<file path="config.mk">
export PLATFORM = sky130hd
export DESIGN_NAME = dce_core
export DESIGN_NICKNAME = d
export VERILOG_FILES = /design/src/include/dce_pkg.sv /design/src/design/dce_core.sv
export SDC_FILE = /design/constraint.sdc
export NUM_CORES = 2
export LEC_CHECK = 0
export ABC_AREA = 1
export BUFFER_PORTS_ARGS = -buffer_cell sky130_fd_sc_hd__buf_2
export CAP_MARGIN = 15
export CORE_UTILIZATION = 45
export DETAILED_ROUTE_END_ITERATION = 6
export PLACE_DENSITY_LB_ADDON = 0.1
export REMOVE_ABC_BUFFERS = 1
export SYNTH_ARGS = -nofsm -noshare
export SYNTH_HDL_FRONTEND = slang
export SYNTH_SLANG_ARGS = --single-unit
</file>
<file path="constraint.sdc">
create_clock -name clk -period 12.8 [get_ports clk]
set_input_delay 1.92 -clock clk [delete_from_list [all_inputs] [get_ports clk]]
set_output_delay 1.92 -clock clk [all_outputs]
set_load 0.05 [all_outputs]
</file>
<file path="src/include/dce_pkg.sv">
/*
  Shared definitions for the drawing coprocessor core: register byte offsets,
  control and status bit positions, operation encodings and the structs that
  carry the register bus and the memory port.
  Assumes a 32-bit register port and a 32-bit word memory port on one clock.
*/
package dce_pkg;
  localparam int DW = 32;
  localparam int AW = 12;
  // Register byte offsets.
  localparam logic [AW-1:0] REG_PIXOP = 12'h000;
  localparam logic [AW-1:0] REG_CTRL = 12'h004;
  localparam logic [AW-1:0] REG_STAT = 12'h008;
  localparam logic [AW-1:0] REG_MIX = 12'h00C;
  localparam logic [AW-1:0] REG_FGC = 12'h010;
  localparam logic [AW-1:0] REG_BGC = 12'h014;
  localparam logic [AW-1:0] REG_CMP = 12'h018;
  localparam logic [AW-1:0] REG_PWM = 12'h01C;
  localparam logic [AW-1:0] REG_DIM = 12'h020;
  localparam logic [AW-1:0] REG_SRCXY = 12'h024;
  localparam logic [AW-1:0] REG_PATXY = 12'h028;
  localparam logic [AW-1:0] REG_DSTXY = 12'h02C;
  localparam logic [AW-1:0] REG_ERR = 12'h030;
  localparam logic [AW-1:0] REG_K1 = 12'h034;
  localparam logic [AW-1:0] REG_K2 = 12'h038;
  localparam logic [AW-1:0] REG_MORG = 12'h03C;
  localparam logic [AW-1:0] REG_MAP0 = 12'h040;
  localparam logic [AW-1:0] REG_MAPEND = 12'h080;
  localparam logic [3:0] MAP_BASE_OFS = 4'h0;
  localparam logic [3:0] MAP_SIZE_OFS = 4'h4;
  localparam logic [3:0] MAP_FMT_OFS = 4'h8;
  localparam logic [1:0] MASK_MAP = 2'h3;
  // Control and status bits.
  localparam int CTL_SUSPEND = 0;
  localparam int CTL_TERM = 1;
  localparam int CTL_IRQEN = 2;
  localparam int CTL_RESUME = 3;
  localparam int ST_BUSY = 0;
  localparam int ST_DONE = 1;
  localparam int ST_SUSP = 2;
  localparam int CMP_EN = 16;
  localparam logic [2:0] DEPTH_8 = 3'h3;
  localparam logic [2:0] DEPTH_16 = 3'h4;

  typedef enum logic [1:0] {OP_BLOCK_TRANSFER, OP_LINE, OP_DRAW_STEP, OP_RSVD} dce_optype_t;
  typedef enum logic [1:0] {PAT_MAP, PAT_FIXED, PAT_FROM_SRC, PAT_RSVD} dce_patsel_t;
  typedef enum logic [1:0] {MASK_OFF, MASK_BOUNDARY, MASK_ON, MASK_RSVD} dce_maskmode_t;

  typedef struct packed {
    logic [11:0] rsvd;
    logic [2:0] dir;
    logic y_major;
    logic y_neg;
    logic x_neg;
    dce_maskmode_t mask_mode;
    dce_patsel_t pat_sel;
    logic bg_fixed;
    logic fg_fixed;
    logic [1:0] dst_map;
    logic [1:0] pat_map;
    logic [1:0] src_map;
    dce_optype_t optype;
  } dce_pixop_t;

  typedef struct packed {
    logic [27:0] rsvd;
    logic order;
    logic [2:0] depth;
  } dce_fmt_t;

  typedef struct packed {
    logic [DW-1:0] addr;
    logic [4:0] shift;
  } dce_loc_t;

  typedef struct packed {
    logic [AW-1:0] addr;
    logic [DW-1:0] wdata;
    logic wr;
    logic rd;
  } dce_bus_t;

  typedef struct packed {
    logic req;
    logic we;
    logic [DW-1:0] addr;
    logic [DW-1:0] wdata;
    logic [DW-1:0] wmask;
  } dce_mreq_t;
endpackage

</file>
<file path="src/design/dce_core.sv">
/*
  Drawing coprocessor core: register file on a plain strobe port, operation
  sequencer, pointer stepping, pixel locate/extract and the mix datapath.
  Assumes a word memory slave that answers each held request with a one-cycle
  mem_ack, and a register master on the same clock as the core.
*/
// Our own choices: strobed register access and the address map.
// Summary of operation
// - Software loads parameters, then a pixel operation register write starts drawing.
// - On finishing, the engine reports completion and returns idle.
// - Completion interrupt has enable and status bits; raised only when enabled.
// - Depths 1, 2, 4, 8 bits; extended variant adds 16 bits.
// - Pixels are packed within 32-bit words.
// - Source combines with old destination under pattern and mask, written back.
// - Addresses step after each access until the programmed count ends.
// - Operations: block transfer, Bresenham line, draw and step.
// - Logical or arithmetic mix; pattern pixel picks foreground or background mix.
// - A mask pixel can block the destination update.
// - Pattern may be derived from source: zero pixels are background.
// - Color compare against a programmed value can block the write.
// - Three general maps and one mask map, each base, width, height, format.
// - Source, pattern, destination own X,Y pointers; mask uses destination pointers.
// - Source and pattern pointers wrap to the opposite map edge.
// - Destination writes are suppressed while pointers lie outside the map.
// - Per-map packing order bit; orders translate automatically.
// - Host can suspend or terminate a running operation.
// - Source, pattern and mask each fixed or per-pixel.
// - The datapath treats one pixel per pass through the sequencer states.
// - Variable source data is read from memory by the engine itself.
// - Destination pointers are 16 bits, -32768 to 32767, and do not wrap at the map edges.
module dce_core #(
  parameter bit EXTENDED = 1'b1
) (
  input wire logic clk,
  input wire logic reset,
  input wire dce_pkg::dce_bus_t bus,
  output logic [dce_pkg::DW-1:0] rdata,
  output dce_pkg::dce_mreq_t mem,
  input wire logic mem_ack,
  input wire logic [dce_pkg::DW-1:0] mem_rdata,
  output logic irq,
  output logic busy
);
  import dce_pkg::*;

  typedef enum logic [2:0] {S_IDLE, S_SRC, S_PAT, S_MSK, S_DST, S_WR, S_STEP, S_SUSP} dce_state_t;

  localparam logic [2:0] DEPTH_MAX = EXTENDED ? DEPTH_16 : DEPTH_8;

  dce_state_t state_reg;
  dce_pixop_t pixop_reg;
  logic irq_en_reg, done_reg, susp_pend_reg, term_pend_reg;
  logic [12:0] mix_reg;
  logic [15:0] fgc_reg, bgc_reg, pwm_reg;
  logic [16:0] cmp_reg;
  logic [31:0] dim_reg, morg_reg;
  logic [31:0] map_base_reg [4];
  logic [31:0] map_size_reg [4];
  dce_fmt_t map_fmt_reg [4];
  logic [15:0] sx_reg, sy_reg, px_reg, py_reg, dx_reg, dy_reg;
  logic [15:0] sx0_reg, px0_reg, dx0_reg;
  logic [15:0] err_reg, k1_reg, k2_reg, cnt_x_reg, cnt_y_reg;
  logic [15:0] src_pix_reg;
  logic pat_bit_reg, msk_bit_reg;
  logic [31:0] dst_word_reg;
  dce_mreq_t mem_reg;

  function automatic logic [15:0] pmask(input logic [2:0] d);
    return 16'((17'h1 << (5'd1 << d)) - 17'h1);
  endfunction

  function automatic logic [15:0] getpix(input logic [31:0] w, input logic [4:0] sh,
                                         input logic [2:0] d);
    return 16'(w >> sh) & pmask(d);
  endfunction

  // Places a pixel of any depth into a packed word, honouring the packing order.
  function automatic dce_loc_t locate(input logic [31:0] base, input logic [31:0] size,
                                      input dce_fmt_t f, input logic [15:0] x,
                                      input logic [15:0] y);
    logic [27:0] lin;
    logic [31:0] bits;
    dce_loc_t l;
    lin = 28'(y[11:0]) * 28'({1'b0, size[11:0]} + 13'h1) + 28'(x[11:0]);
    bits = 32'(lin) << f.depth;
    l.addr = base + {3'b000, bits[31:5], 2'b00};
    l.shift = f.order ? 5'(6'd32 - (6'd1 << f.depth) - {1'b0, bits[4:0]}) : bits[4:0];
    return l;
  endfunction

  function automatic logic [15:0] wrap(input logic [15:0] v, input logic [11:0] lim);
    if (v[15]) begin
      return {4'h0, lim};
    end else if (v > {4'h0, lim}) begin
      return 16'h0;
    end
    return v;
  endfunction

  function automatic logic inside_map(input logic [15:0] x, input logic [15:0] y,
                                      input logic [31:0] size);
    return x[15:12] == 4'h0 && x[11:0] <= size[11:0] &&
           y[15:12] == 4'h0 && y[11:0] <= size[27:16];
  endfunction

  ////////////////////////////////////////////////////////////////////////////
  // Register decode.

  logic wr_pixop, wr_ctrl, start, last, done_pulse;
  logic [1:0] map_idx;
  logic [3:0] map_sub;
  logic map_hit;

  assign map_hit = bus.addr >= REG_MAP0 && bus.addr < REG_MAPEND;
  assign map_idx = bus.addr[5:4];
  assign map_sub = bus.addr[3:0];
  assign wr_pixop = bus.wr && bus.addr == REG_PIXOP;
  assign wr_ctrl = bus.wr && bus.addr == REG_CTRL;
  assign start = wr_pixop && state_reg == S_IDLE;
  assign done_pulse = state_reg == S_STEP && last;

  always_ff @(posedge clk) begin
    if (reset) begin
      pixop_reg <= '0;
      irq_en_reg <= 1'b0;
      mix_reg <= '0;
      fgc_reg <= '0;
      bgc_reg <= '0;
      cmp_reg <= '0;
      pwm_reg <= 16'hFFFF;
      dim_reg <= '0;
      morg_reg <= '0;
      k1_reg <= '0;
      k2_reg <= '0;
      for (int i = 0; i < 4; i++) begin
        map_base_reg[i] <= '0;
        map_size_reg[i] <= '0;
        map_fmt_reg[i] <= '0;
      end
    end else if (bus.wr) begin
      if (start) begin
        pixop_reg <= dce_pixop_t'(bus.wdata);
      end else if (bus.addr == REG_CTRL) begin
        irq_en_reg <= bus.wdata[CTL_IRQEN];
      end else if (bus.addr == REG_MIX) begin
        mix_reg <= bus.wdata[12:0];
      end else if (bus.addr == REG_FGC) begin
        fgc_reg <= bus.wdata[15:0];
      end else if (bus.addr == REG_BGC) begin
        bgc_reg <= bus.wdata[15:0];
      end else if (bus.addr == REG_CMP) begin
        cmp_reg <= bus.wdata[16:0];
      end else if (bus.addr == REG_PWM) begin
        pwm_reg <= bus.wdata[15:0];
      end else if (bus.addr == REG_DIM) begin
        dim_reg <= bus.wdata;
      end else if (bus.addr == REG_K1) begin
        k1_reg <= bus.wdata[15:0];
      end else if (bus.addr == REG_K2) begin
        k2_reg <= bus.wdata[15:0];
      end else if (bus.addr == REG_MORG) begin
        morg_reg <= bus.wdata;
      end else if (map_hit && map_sub == MAP_BASE_OFS) begin
        map_base_reg[map_idx] <= bus.wdata;
      end else if (map_hit && map_sub == MAP_SIZE_OFS) begin
        map_size_reg[map_idx] <= bus.wdata & 32'h0FFF_0FFF;
      end else if (map_hit && map_sub == MAP_FMT_OFS) begin
        map_fmt_reg[map_idx].order <= bus.wdata[3];
        // Depths beyond the variant's reach are held at its deepest format.
        map_fmt_reg[map_idx].depth <= bus.wdata[2:0] > DEPTH_MAX ? DEPTH_MAX
                                     : bus.wdata[2:0];
      end
    end
  end

  // Completion is sticky; a new completion wins over a write-one clear.
  always_ff @(posedge clk) begin
    if (reset) begin
      done_reg <= 1'b0;
    end else if (done_pulse) begin
      done_reg <= 1'b1;
    end else if (bus.wr && bus.addr == REG_STAT && bus.wdata[ST_DONE]) begin
      done_reg <= 1'b0;
    end
  end

  always_ff @(posedge clk) begin
    if (reset) begin
      irq <= 1'b0;
    end else begin
      irq <= done_reg && irq_en_reg;
    end
  end

  assign busy = state_reg != S_IDLE && state_reg != S_SUSP;

  always_ff @(posedge clk) begin
    if (reset) begin
      rdata <= '0;
    end else if (bus.rd) begin
      if (bus.addr == REG_PIXOP) begin
        rdata <= 32'(pixop_reg);
      end else if (bus.addr == REG_CTRL) begin
        rdata <= 32'(irq_en_reg) << CTL_IRQEN;
      end else if (bus.addr == REG_STAT) begin
        rdata <= (32'(busy) << ST_BUSY) | (32'(done_reg) << ST_DONE) |
                 (32'(state_reg == S_SUSP) << ST_SUSP);
      end else if (bus.addr == REG_MIX) begin
        rdata <= 32'(mix_reg);
      end else if (bus.addr == REG_FGC) begin
        rdata <= 32'(fgc_reg);
      end else if (bus.addr == REG_BGC) begin
        rdata <= 32'(bgc_reg);
      end else if (bus.addr == REG_CMP) begin
        rdata <= 32'(cmp_reg);
      end else if (bus.addr == REG_PWM) begin
        rdata <= 32'(pwm_reg);
      end else if (bus.addr == REG_DIM) begin
        rdata <= dim_reg;
      end else if (bus.addr == REG_SRCXY) begin
        rdata <= {sy_reg, sx_reg};
      end else if (bus.addr == REG_PATXY) begin
        rdata <= {py_reg, px_reg};
      end else if (bus.addr == REG_DSTXY) begin
        rdata <= {dy_reg, dx_reg};
      end else if (bus.addr == REG_ERR) begin
        rdata <= 32'(err_reg);
      end else if (bus.addr == REG_K1) begin
        rdata <= 32'(k1_reg);
      end else if (bus.addr == REG_K2) begin
        rdata <= 32'(k2_reg);
      end else if (bus.addr == REG_MORG) begin
        rdata <= morg_reg;
      end else if (map_hit && map_sub == MAP_BASE_OFS) begin
        rdata <= map_base_reg[map_idx];
      end else if (map_hit && map_sub == MAP_SIZE_OFS) begin
        rdata <= map_size_reg[map_idx];
      end else if (map_hit && map_sub == MAP_FMT_OFS) begin
        rdata <= 32'(map_fmt_reg[map_idx]);
      end else begin
        rdata <= '0;
      end
    end
  end

  ////////////////////////////////////////////////////////////////////////////
  // Stepping: pointer moves per operation type.

  logic [15:0] dlx, dly, xs, ys, err_next, mx, my;
  logic row_end;

  assign xs = pixop_reg.x_neg ? 16'hFFFF : 16'h0001;
  assign ys = pixop_reg.y_neg ? 16'hFFFF : 16'h0001;

  always_comb begin
    dlx = '0;
    dly = '0;
    row_end = 1'b0;
    err_next = err_reg;
    last = cnt_x_reg == dim_reg[15:0];
    case (pixop_reg.optype)
      OP_BLOCK_TRANSFER: begin
        last = cnt_x_reg == dim_reg[15:0] && cnt_y_reg == dim_reg[31:16];
        if (cnt_x_reg == dim_reg[15:0]) begin
          row_end = 1'b1;
          dly = ys;
        end else begin
          dlx = xs;
        end
      end
      OP_LINE: begin
        if (pixop_reg.y_major) begin
          dly = ys;
        end else begin
          dlx = xs;
        end
        if (!err_reg[15]) begin
          if (pixop_reg.y_major) begin
            dlx = xs;
          end else begin
            dly = ys;
          end
          err_next = err_reg + k2_reg;
        end else begin
          err_next = err_reg + k1_reg;
        end
      end
      default: begin
        case (pixop_reg.dir)
          3'h0: dlx = 16'h0001;
          3'h1: begin dlx = 16'h0001; dly = 16'hFFFF; end
          3'h2: dly = 16'hFFFF;
          3'h3: begin dlx = 16'hFFFF; dly = 16'hFFFF; end
          3'h4: dlx = 16'hFFFF;
          3'h5: begin dlx = 16'hFFFF; dly = 16'h0001; end
          3'h6: dly = 16'h0001;
          default: begin dlx = 16'h0001; dly = 16'h0001; end
        endcase
      end
    endcase
  end

  // Pointers and counters; software loads the pointers, a start clears the counters, the engine steps both.
  always_ff @(posedge clk) begin
    if (reset) begin
      {sx_reg, sy_reg, px_reg, py_reg, dx_reg, dy_reg} <= '0;
      {sx0_reg, px0_reg, dx0_reg, err_reg, cnt_x_reg, cnt_y_reg} <= '0;
    end else if (state_reg == S_STEP) begin
      cnt_x_reg <= row_end ? 16'h0 : cnt_x_reg + 16'h1;
      cnt_y_reg <= row_end ? cnt_y_reg + 16'h1 : cnt_y_reg;
      err_reg <= err_next;
      // Source and pattern wrap at their edges; destination runs on.
      sx_reg <= row_end ? sx0_reg
                : wrap(sx_reg + dlx, map_size_reg[pixop_reg.src_map][11:0]);
      sy_reg <= wrap(sy_reg + dly, map_size_reg[pixop_reg.src_map][27:16]);
      px_reg <= row_end ? px0_reg : wrap(px_reg + dlx, map_size_reg[pixop_reg.pat_map][11:0]);
      py_reg <= wrap(py_reg + dly, map_size_reg[pixop_reg.pat_map][27:16]);
      dx_reg <= row_end ? dx0_reg : dx_reg + dlx;
      dy_reg <= dy_reg + dly;
    end else begin
      if (start) begin
        cnt_x_reg <= '0;
        cnt_y_reg <= '0;
        sx0_reg <= sx_reg;
        px0_reg <= px_reg;
        dx0_reg <= dx_reg;
      end
      if (bus.wr && bus.addr == REG_SRCXY) begin
        {sy_reg, sx_reg} <= bus.wdata;
      end
      if (bus.wr && bus.addr == REG_PATXY) begin
        {py_reg, px_reg} <= bus.wdata;
      end
      if (bus.wr && bus.addr == REG_DSTXY) begin
        {dy_reg, dx_reg} <= bus.wdata;
      end
      if (bus.wr && bus.addr == REG_ERR) begin
        err_reg <= bus.wdata[15:0];
      end
    end
  end

  ////////////////////////////////////////////////////////////////////////////
  // Pixel datapath.

  dce_fmt_t dfmt, bitfmt;
  dce_loc_t src_loc, pat_loc, msk_loc, dst_loc, cur_loc;
  logic [15:0] pm, fg_op, bg_op, op, dpix, res;
  logic [31:0] opw, lw, wr_data, wr_mask;
  logic [4:0] mix;
  logic [3:0] lanes;
  logic pat_fg, dst_in, m_in, bnd_ok, cc_block, need_dst, need, do_wr;

  assign mx = dx_reg - morg_reg[15:0];
  assign my = dy_reg - morg_reg[31:16];

  always_comb begin
    dfmt = map_fmt_reg[pixop_reg.dst_map];
    bitfmt = map_fmt_reg[pixop_reg.pat_map];
    bitfmt.depth = 3'h0;
    src_loc = locate(map_base_reg[pixop_reg.src_map], map_size_reg[pixop_reg.src_map],
                     map_fmt_reg[pixop_reg.src_map], sx_reg, sy_reg);
    pat_loc = locate(map_base_reg[pixop_reg.pat_map], map_size_reg[pixop_reg.pat_map],
                     bitfmt, px_reg, py_reg);
    bitfmt = map_fmt_reg[MASK_MAP];
    bitfmt.depth = 3'h0;
    msk_loc = locate(map_base_reg[MASK_MAP], map_size_reg[MASK_MAP], bitfmt, mx, my);
    dst_loc = locate(map_base_reg[pixop_reg.dst_map], map_size_reg[pixop_reg.dst_map],
                     dfmt, dx_reg, dy_reg);
    pm = pmask(dfmt.depth);
    dst_in = inside_map(dx_reg, dy_reg, map_size_reg[pixop_reg.dst_map]);
    m_in = inside_map(mx, my, map_size_reg[MASK_MAP]);
    bnd_ok = pixop_reg.mask_mode == MASK_OFF || m_in;
    need_dst = dst_in && bnd_ok;
    // Fixed colours stand in for the source per mix side.
    fg_op = pixop_reg.fg_fixed ? fgc_reg : src_pix_reg;
    bg_op = pixop_reg.bg_fixed ? bgc_reg : src_pix_reg;
    case (pixop_reg.pat_sel)
      PAT_MAP: pat_fg = pat_bit_reg;
      PAT_FROM_SRC: pat_fg = src_pix_reg != 16'h0;
      default: pat_fg = 1'b1;
    endcase
    op = pat_fg ? fg_op : bg_op;
    mix = pat_fg ? mix_reg[4:0] : mix_reg[12:8];
    dpix = getpix(dst_word_reg, dst_loc.shift, dfmt.depth);
    // The logical mix runs over every pixel lane of the word at once.
    lanes = 4'((5'd1 << dfmt.depth) - 5'd1);
    opw = '0;
    lw = '0;
    for (int i = 0; i < DW; i++) begin
      opw[i] = op[4'(i) & lanes];
      lw[i] = mix[{opw[i], dst_word_reg[i]}];
    end
    res = mix[4] ? ((mix[0] ? op - dpix : op + dpix) & pm)
          : getpix(lw, dst_loc.shift, dfmt.depth);
    cc_block = cmp_reg[CMP_EN] && dpix == (cmp_reg[15:0] & pm);
    do_wr = need_dst && !cc_block &&
            !(pixop_reg.mask_mode == MASK_ON && !msk_bit_reg);
    wr_data = 32'(res) << dst_loc.shift;
    wr_mask = 32'(pm & pwm_reg) << dst_loc.shift;
    case (state_reg)
      S_SRC: begin
        need = need_dst && (!(pixop_reg.fg_fixed && pixop_reg.bg_fixed) ||
               pixop_reg.pat_sel == PAT_FROM_SRC);
        cur_loc = src_loc;
      end
      S_PAT: begin
        need = need_dst && pixop_reg.pat_sel == PAT_MAP;
        cur_loc = pat_loc;
      end
      S_MSK: begin
        need = need_dst && pixop_reg.mask_mode == MASK_ON;
        cur_loc = msk_loc;
      end
      S_DST: begin
        need = need_dst;
        cur_loc = dst_loc;
      end
      S_WR: begin
        need = do_wr;
        cur_loc = dst_loc;
      end
      default: begin
        need = 1'b0;
        cur_loc = dst_loc;
      end
    endcase
  end

  ////////////////////////////////////////////////////////////////////////////
  // Sequencer and memory port.

  assign mem = mem_reg;

  always_ff @(posedge clk) begin
    if (reset) begin
      state_reg <= S_IDLE;
      mem_reg <= '0;
      susp_pend_reg <= 1'b0;
      term_pend_reg <= 1'b0;
      src_pix_reg <= '0;
      pat_bit_reg <= 1'b0;
      msk_bit_reg <= 1'b0;
      dst_word_reg <= '0;
    end else begin
      // Suspend and terminate are honoured at the next pixel boundary.
      if (wr_ctrl && bus.wdata[CTL_SUSPEND] && busy) begin
        susp_pend_reg <= 1'b1;
      end
      if (wr_ctrl && bus.wdata[CTL_TERM] && state_reg != S_IDLE) begin
        term_pend_reg <= 1'b1;
      end
      case (state_reg)
        S_IDLE: begin
          susp_pend_reg <= 1'b0;
          term_pend_reg <= 1'b0;
          if (start) begin
            state_reg <= S_SRC;
          end
        end
        S_STEP: begin
          if (last || term_pend_reg) begin
            state_reg <= S_IDLE;
          end else if (susp_pend_reg) begin
            state_reg <= S_SUSP;
            susp_pend_reg <= 1'b0;
          end else begin
            state_reg <= S_SRC;
          end
        end
        S_SUSP: begin
          if (term_pend_reg || (wr_ctrl && bus.wdata[CTL_TERM])) begin
            state_reg <= S_IDLE;
          end else if (wr_ctrl && bus.wdata[CTL_RESUME]) begin
            state_reg <= S_SRC;
          end
        end
        default: begin
          if (!need) begin
            state_reg <= dce_state_t'(state_reg + 3'h1);
          end else if (!mem_reg.req) begin
            mem_reg.req <= 1'b1;
            mem_reg.we <= state_reg == S_WR;
            mem_reg.addr <= cur_loc.addr;
            mem_reg.wdata <= wr_data;
            mem_reg.wmask <= wr_mask;
          end else if (mem_ack) begin
            mem_reg.req <= 1'b0;
            state_reg <= dce_state_t'(state_reg + 3'h1);
            if (state_reg == S_SRC) begin
              src_pix_reg <= getpix(mem_rdata, src_loc.shift,
                                    map_fmt_reg[pixop_reg.src_map].depth);
            end
            if (state_reg == S_PAT) begin
              pat_bit_reg <= mem_rdata[pat_loc.shift];
            end
            if (state_reg == S_MSK) begin
              msk_bit_reg <= mem_rdata[msk_loc.shift];
            end
            if (state_reg == S_DST) begin
              dst_word_reg <= mem_rdata;
            end
          end
        end
      endcase
    end
  end
endmodule

</file>
==> metrics.cfg <==
[run]
drv_cap = 0

[clock_network]
cts-buffers-inserted = 104
root_buffer = clkbuf_16
post_cts_resized = 0
clk_pin_slew_ns = 0.07
cts_buffer_depth = 3
postCtsSetupRepairBufs = 0
hold_buffers = 0
clock_latency_ns = 0.86
cts.sinks = 832
htreeDepth = 3
cts_tree = done

[route]
wl_mm = 450
drcViolationCount = 5
ant_nets = 0
wl_per_cell_um = 28.5
drt_iter0_markers = 13824
vias_per_cell = 6.13
num_vias = 96867
dr.pass1.iters = 7

[die]
dieArea_um2 = 201000
io_pins = 213
rows = 163
die_h_um = 448
coreArea_um2 = 197000
start_util = 0.453
die-width_um = 448

[cells_and_area]
area_growth_pct = 8.15
layout-drive-gt1-share = 0.0597
largest_reg_flops = 128
fin_nets = 14314

[grt]
antenna_found_initial = 31
track_usage = 0.435
grt_pass1_vias = 87984
overflow = 0
grt_max_degree = 217
grt_pass1_wl_mm = 632

[pwr]
seq_power_share = 0.268
p_per_area_nw_per_um2 = 118
cellLeakagePower_nw = 45.6
p_clk_frac = 0.288
ir_worst_vdd_v = 0.000130
switching_share = 0.465
p_switching_mw = 5.30
p_int_mw = 6.08
power.share.combinational = 0.444
power_mw = 11.4

[synthesis]
async_reset_ff_frac = 0
synth_edf_count = 240
synthTopCellsByArea = dfxtp_1, fa_1, nand2_1
ys_types = 75
ys.warnings.count = 0
yosysTopAreaCell = dfxtp_1
netlist_instances = 13180
synth_area_um2 = 89500
synthFlopType = dfxtp_1
synth_top_area_share = 0.132
ys_seq_area_frac = 0.213
ys_ff_latch = 832
syn_avg_cell_area_um2 = 6.79

[worst_setup_path]
required_ns = 13.51
path_common_cell = nand2_1
critPathTopFamily = adder cells
cpPeakStageDelay_ns = 0.89
slowest_stage = dfxtp_4
crit_path_end_kind = flip-flop
path_buf_inv = 7
crit_arrival_ns = 12.61
worst-setup-path-type = reg2reg
crit_fanout = 77
critical_path.startpoint_type = flip-flop

[sta]
skew_ns = 0.0815
rsz0062_at_grt = no
finalSetupViolations = 0
setup_slack_ns = 0.899
worst_pin_slew_ns = 1.36
slew_viol_final = 0
finalCriticalPeriod_ns = 11.90
finalHoldViolCount = 0
fin_crit_sh = 0.930
max_freq_mhz = 84.0
tns_ns = 0
slew_headroom = 0.0877

[place]
hpwlAfterDp_mm = 356
io_buffers = 212
post-place-ws_ns = 1.22
gp_congestion = 1.07

[status]
status = complete, but fails checks
violations = DRC

[worst_hold_path]
hold_path.class = reg2reg

[path summary, 6_finish.rpt]
path / startpoint / endpoint / slack (ns) / depth (start not counted)
setup / recovery: flip-flop / mem[47]$_SDFFE_PP0P_ / 0.90 / 53
hold / removal: mix_reg[5]$_SDFFE_PP0P_ / mix_reg[5]$_SDFFE_PP0P_ / 0.45 / 2
setup reg to reg: flip-flop / mem[47]$_SDFFE_PP0P_ / 0.90 / 53
hold reg to reg: mix_reg[5]$_SDFFE_PP0P_ / mix_reg[5]$_SDFFE_PP0P_ / 0.45 / 2
[cell usage in the layout, fill, tap and decap left out, types with 174 or more instances in the layout]
cell type  instances
dfxtp_1          587
fa_1             504
o21ai_0         1310
inv_1           1829
ha_1             675
nand3_1          814
xor2_1           174
a21oi_1         1210
buf_2            212
nand2_1         2660
buf_4            212
edfxtp_1         240
nor2_1          1056
[power by group through the flow]
stage                     sequential, mW  clock (mW)  combinational (mW)
after floorplan                     3.34           0                2.69
after global placement              3.10           0                4.84
after detailed placement            3.11           0                4.86
after CTS                           3.05        3.27                4.88
after global routing                3.07        3.37                5.40
final                               3.06        3.27                5.05
[per-layer routing]
metal / vias up / global-route usage / routed length (um)
li1: 43686 / - / -
met1: 46320 / 0.577 / 181000
met2: 5710 / 0.632 / 185000
met3: 1123 / 0.121 / 54800
met4: 28 / 0.248 / 29800
met5: - / 0 / 232
[tightest hold or removal path, stage by stage, from the launching register on]
cell,delay [ns]
dfxtp_1,0.31
inv_1,0.04
a21oi_1,0.05
[area by class of cell]
type                    instances  area, um^2
diodes                          7        17.5
clock buffers                 131        2820
clock inverters                65         876
fillers                     20389      101000
inverters                    1897        7150
multi-input cells            9788       60800
flip-flops and latches        832       19100
well taps                    2640        3300
repair buffers                431        2760
[stage by stage]
step                instances  area (um^2)   util  hold WS (ns)
finish                  15791        96800  0.490         0.449
global route            15784        96800  0.490         0.479
detailed placement      15584        93100  0.471         0.441
floorplan               12517        86800      -         0.420
CTS                     15780        96800  0.490         0.450
global placement        15581        93100  0.471         0.429
[kinds of logic after synthesis]
family                     Yosys count  synth area share
AOI/OAI and AO/OA                 3385             0.212
muxes                               35           0.00391
xor gates and xnor gates           249            0.0244
DFF                                832             0.213
buffers and inverters             2560             0.110
adders and majority gates         1179             0.207
and+or+nand+nor                   4940             0.230
[cells in the mapped netlist, types with 23 or more instances]
| master | instances |
|---|---|
| or2_2 | 55 |
| a211oi_1 | 49 |
| o221ai_1 | 51 |
| clkinv_1 | 44 |
| edfxtp_1 | 240 |
| nand2_1 | 2668 |
| mux2i_1 | 35 |
| a221oi_1 | 55 |
| o21ai_1 | 38 |
| ha_1 | 675 |
| a22oi_1 | 37 |
| a32oi_1 | 37 |
| xnor2_1 | 75 |
| o31ai_1 | 24 |
| buf_1 | 85 |
| dfxtp_1 | 592 |
| xor2_1 | 174 |
| nand3_1 | 815 |
| fa_1 | 504 |
| o21bai_1 | 23 |
| o211ai_1 | 123 |
| nor3_1 | 139 |
| inv_1 | 1834 |
| o21ai_0 | 1313 |
| o22ai_1 | 161 |
| a31oi_1 | 114 |
| clkbuf_1 | 487 |
| a21oi_1 | 1210 |
| buf_2 | 61 |
| nor2_1 | 1060 |
| nand4_1 | 83 |
(Power assumes the default switching activity.)
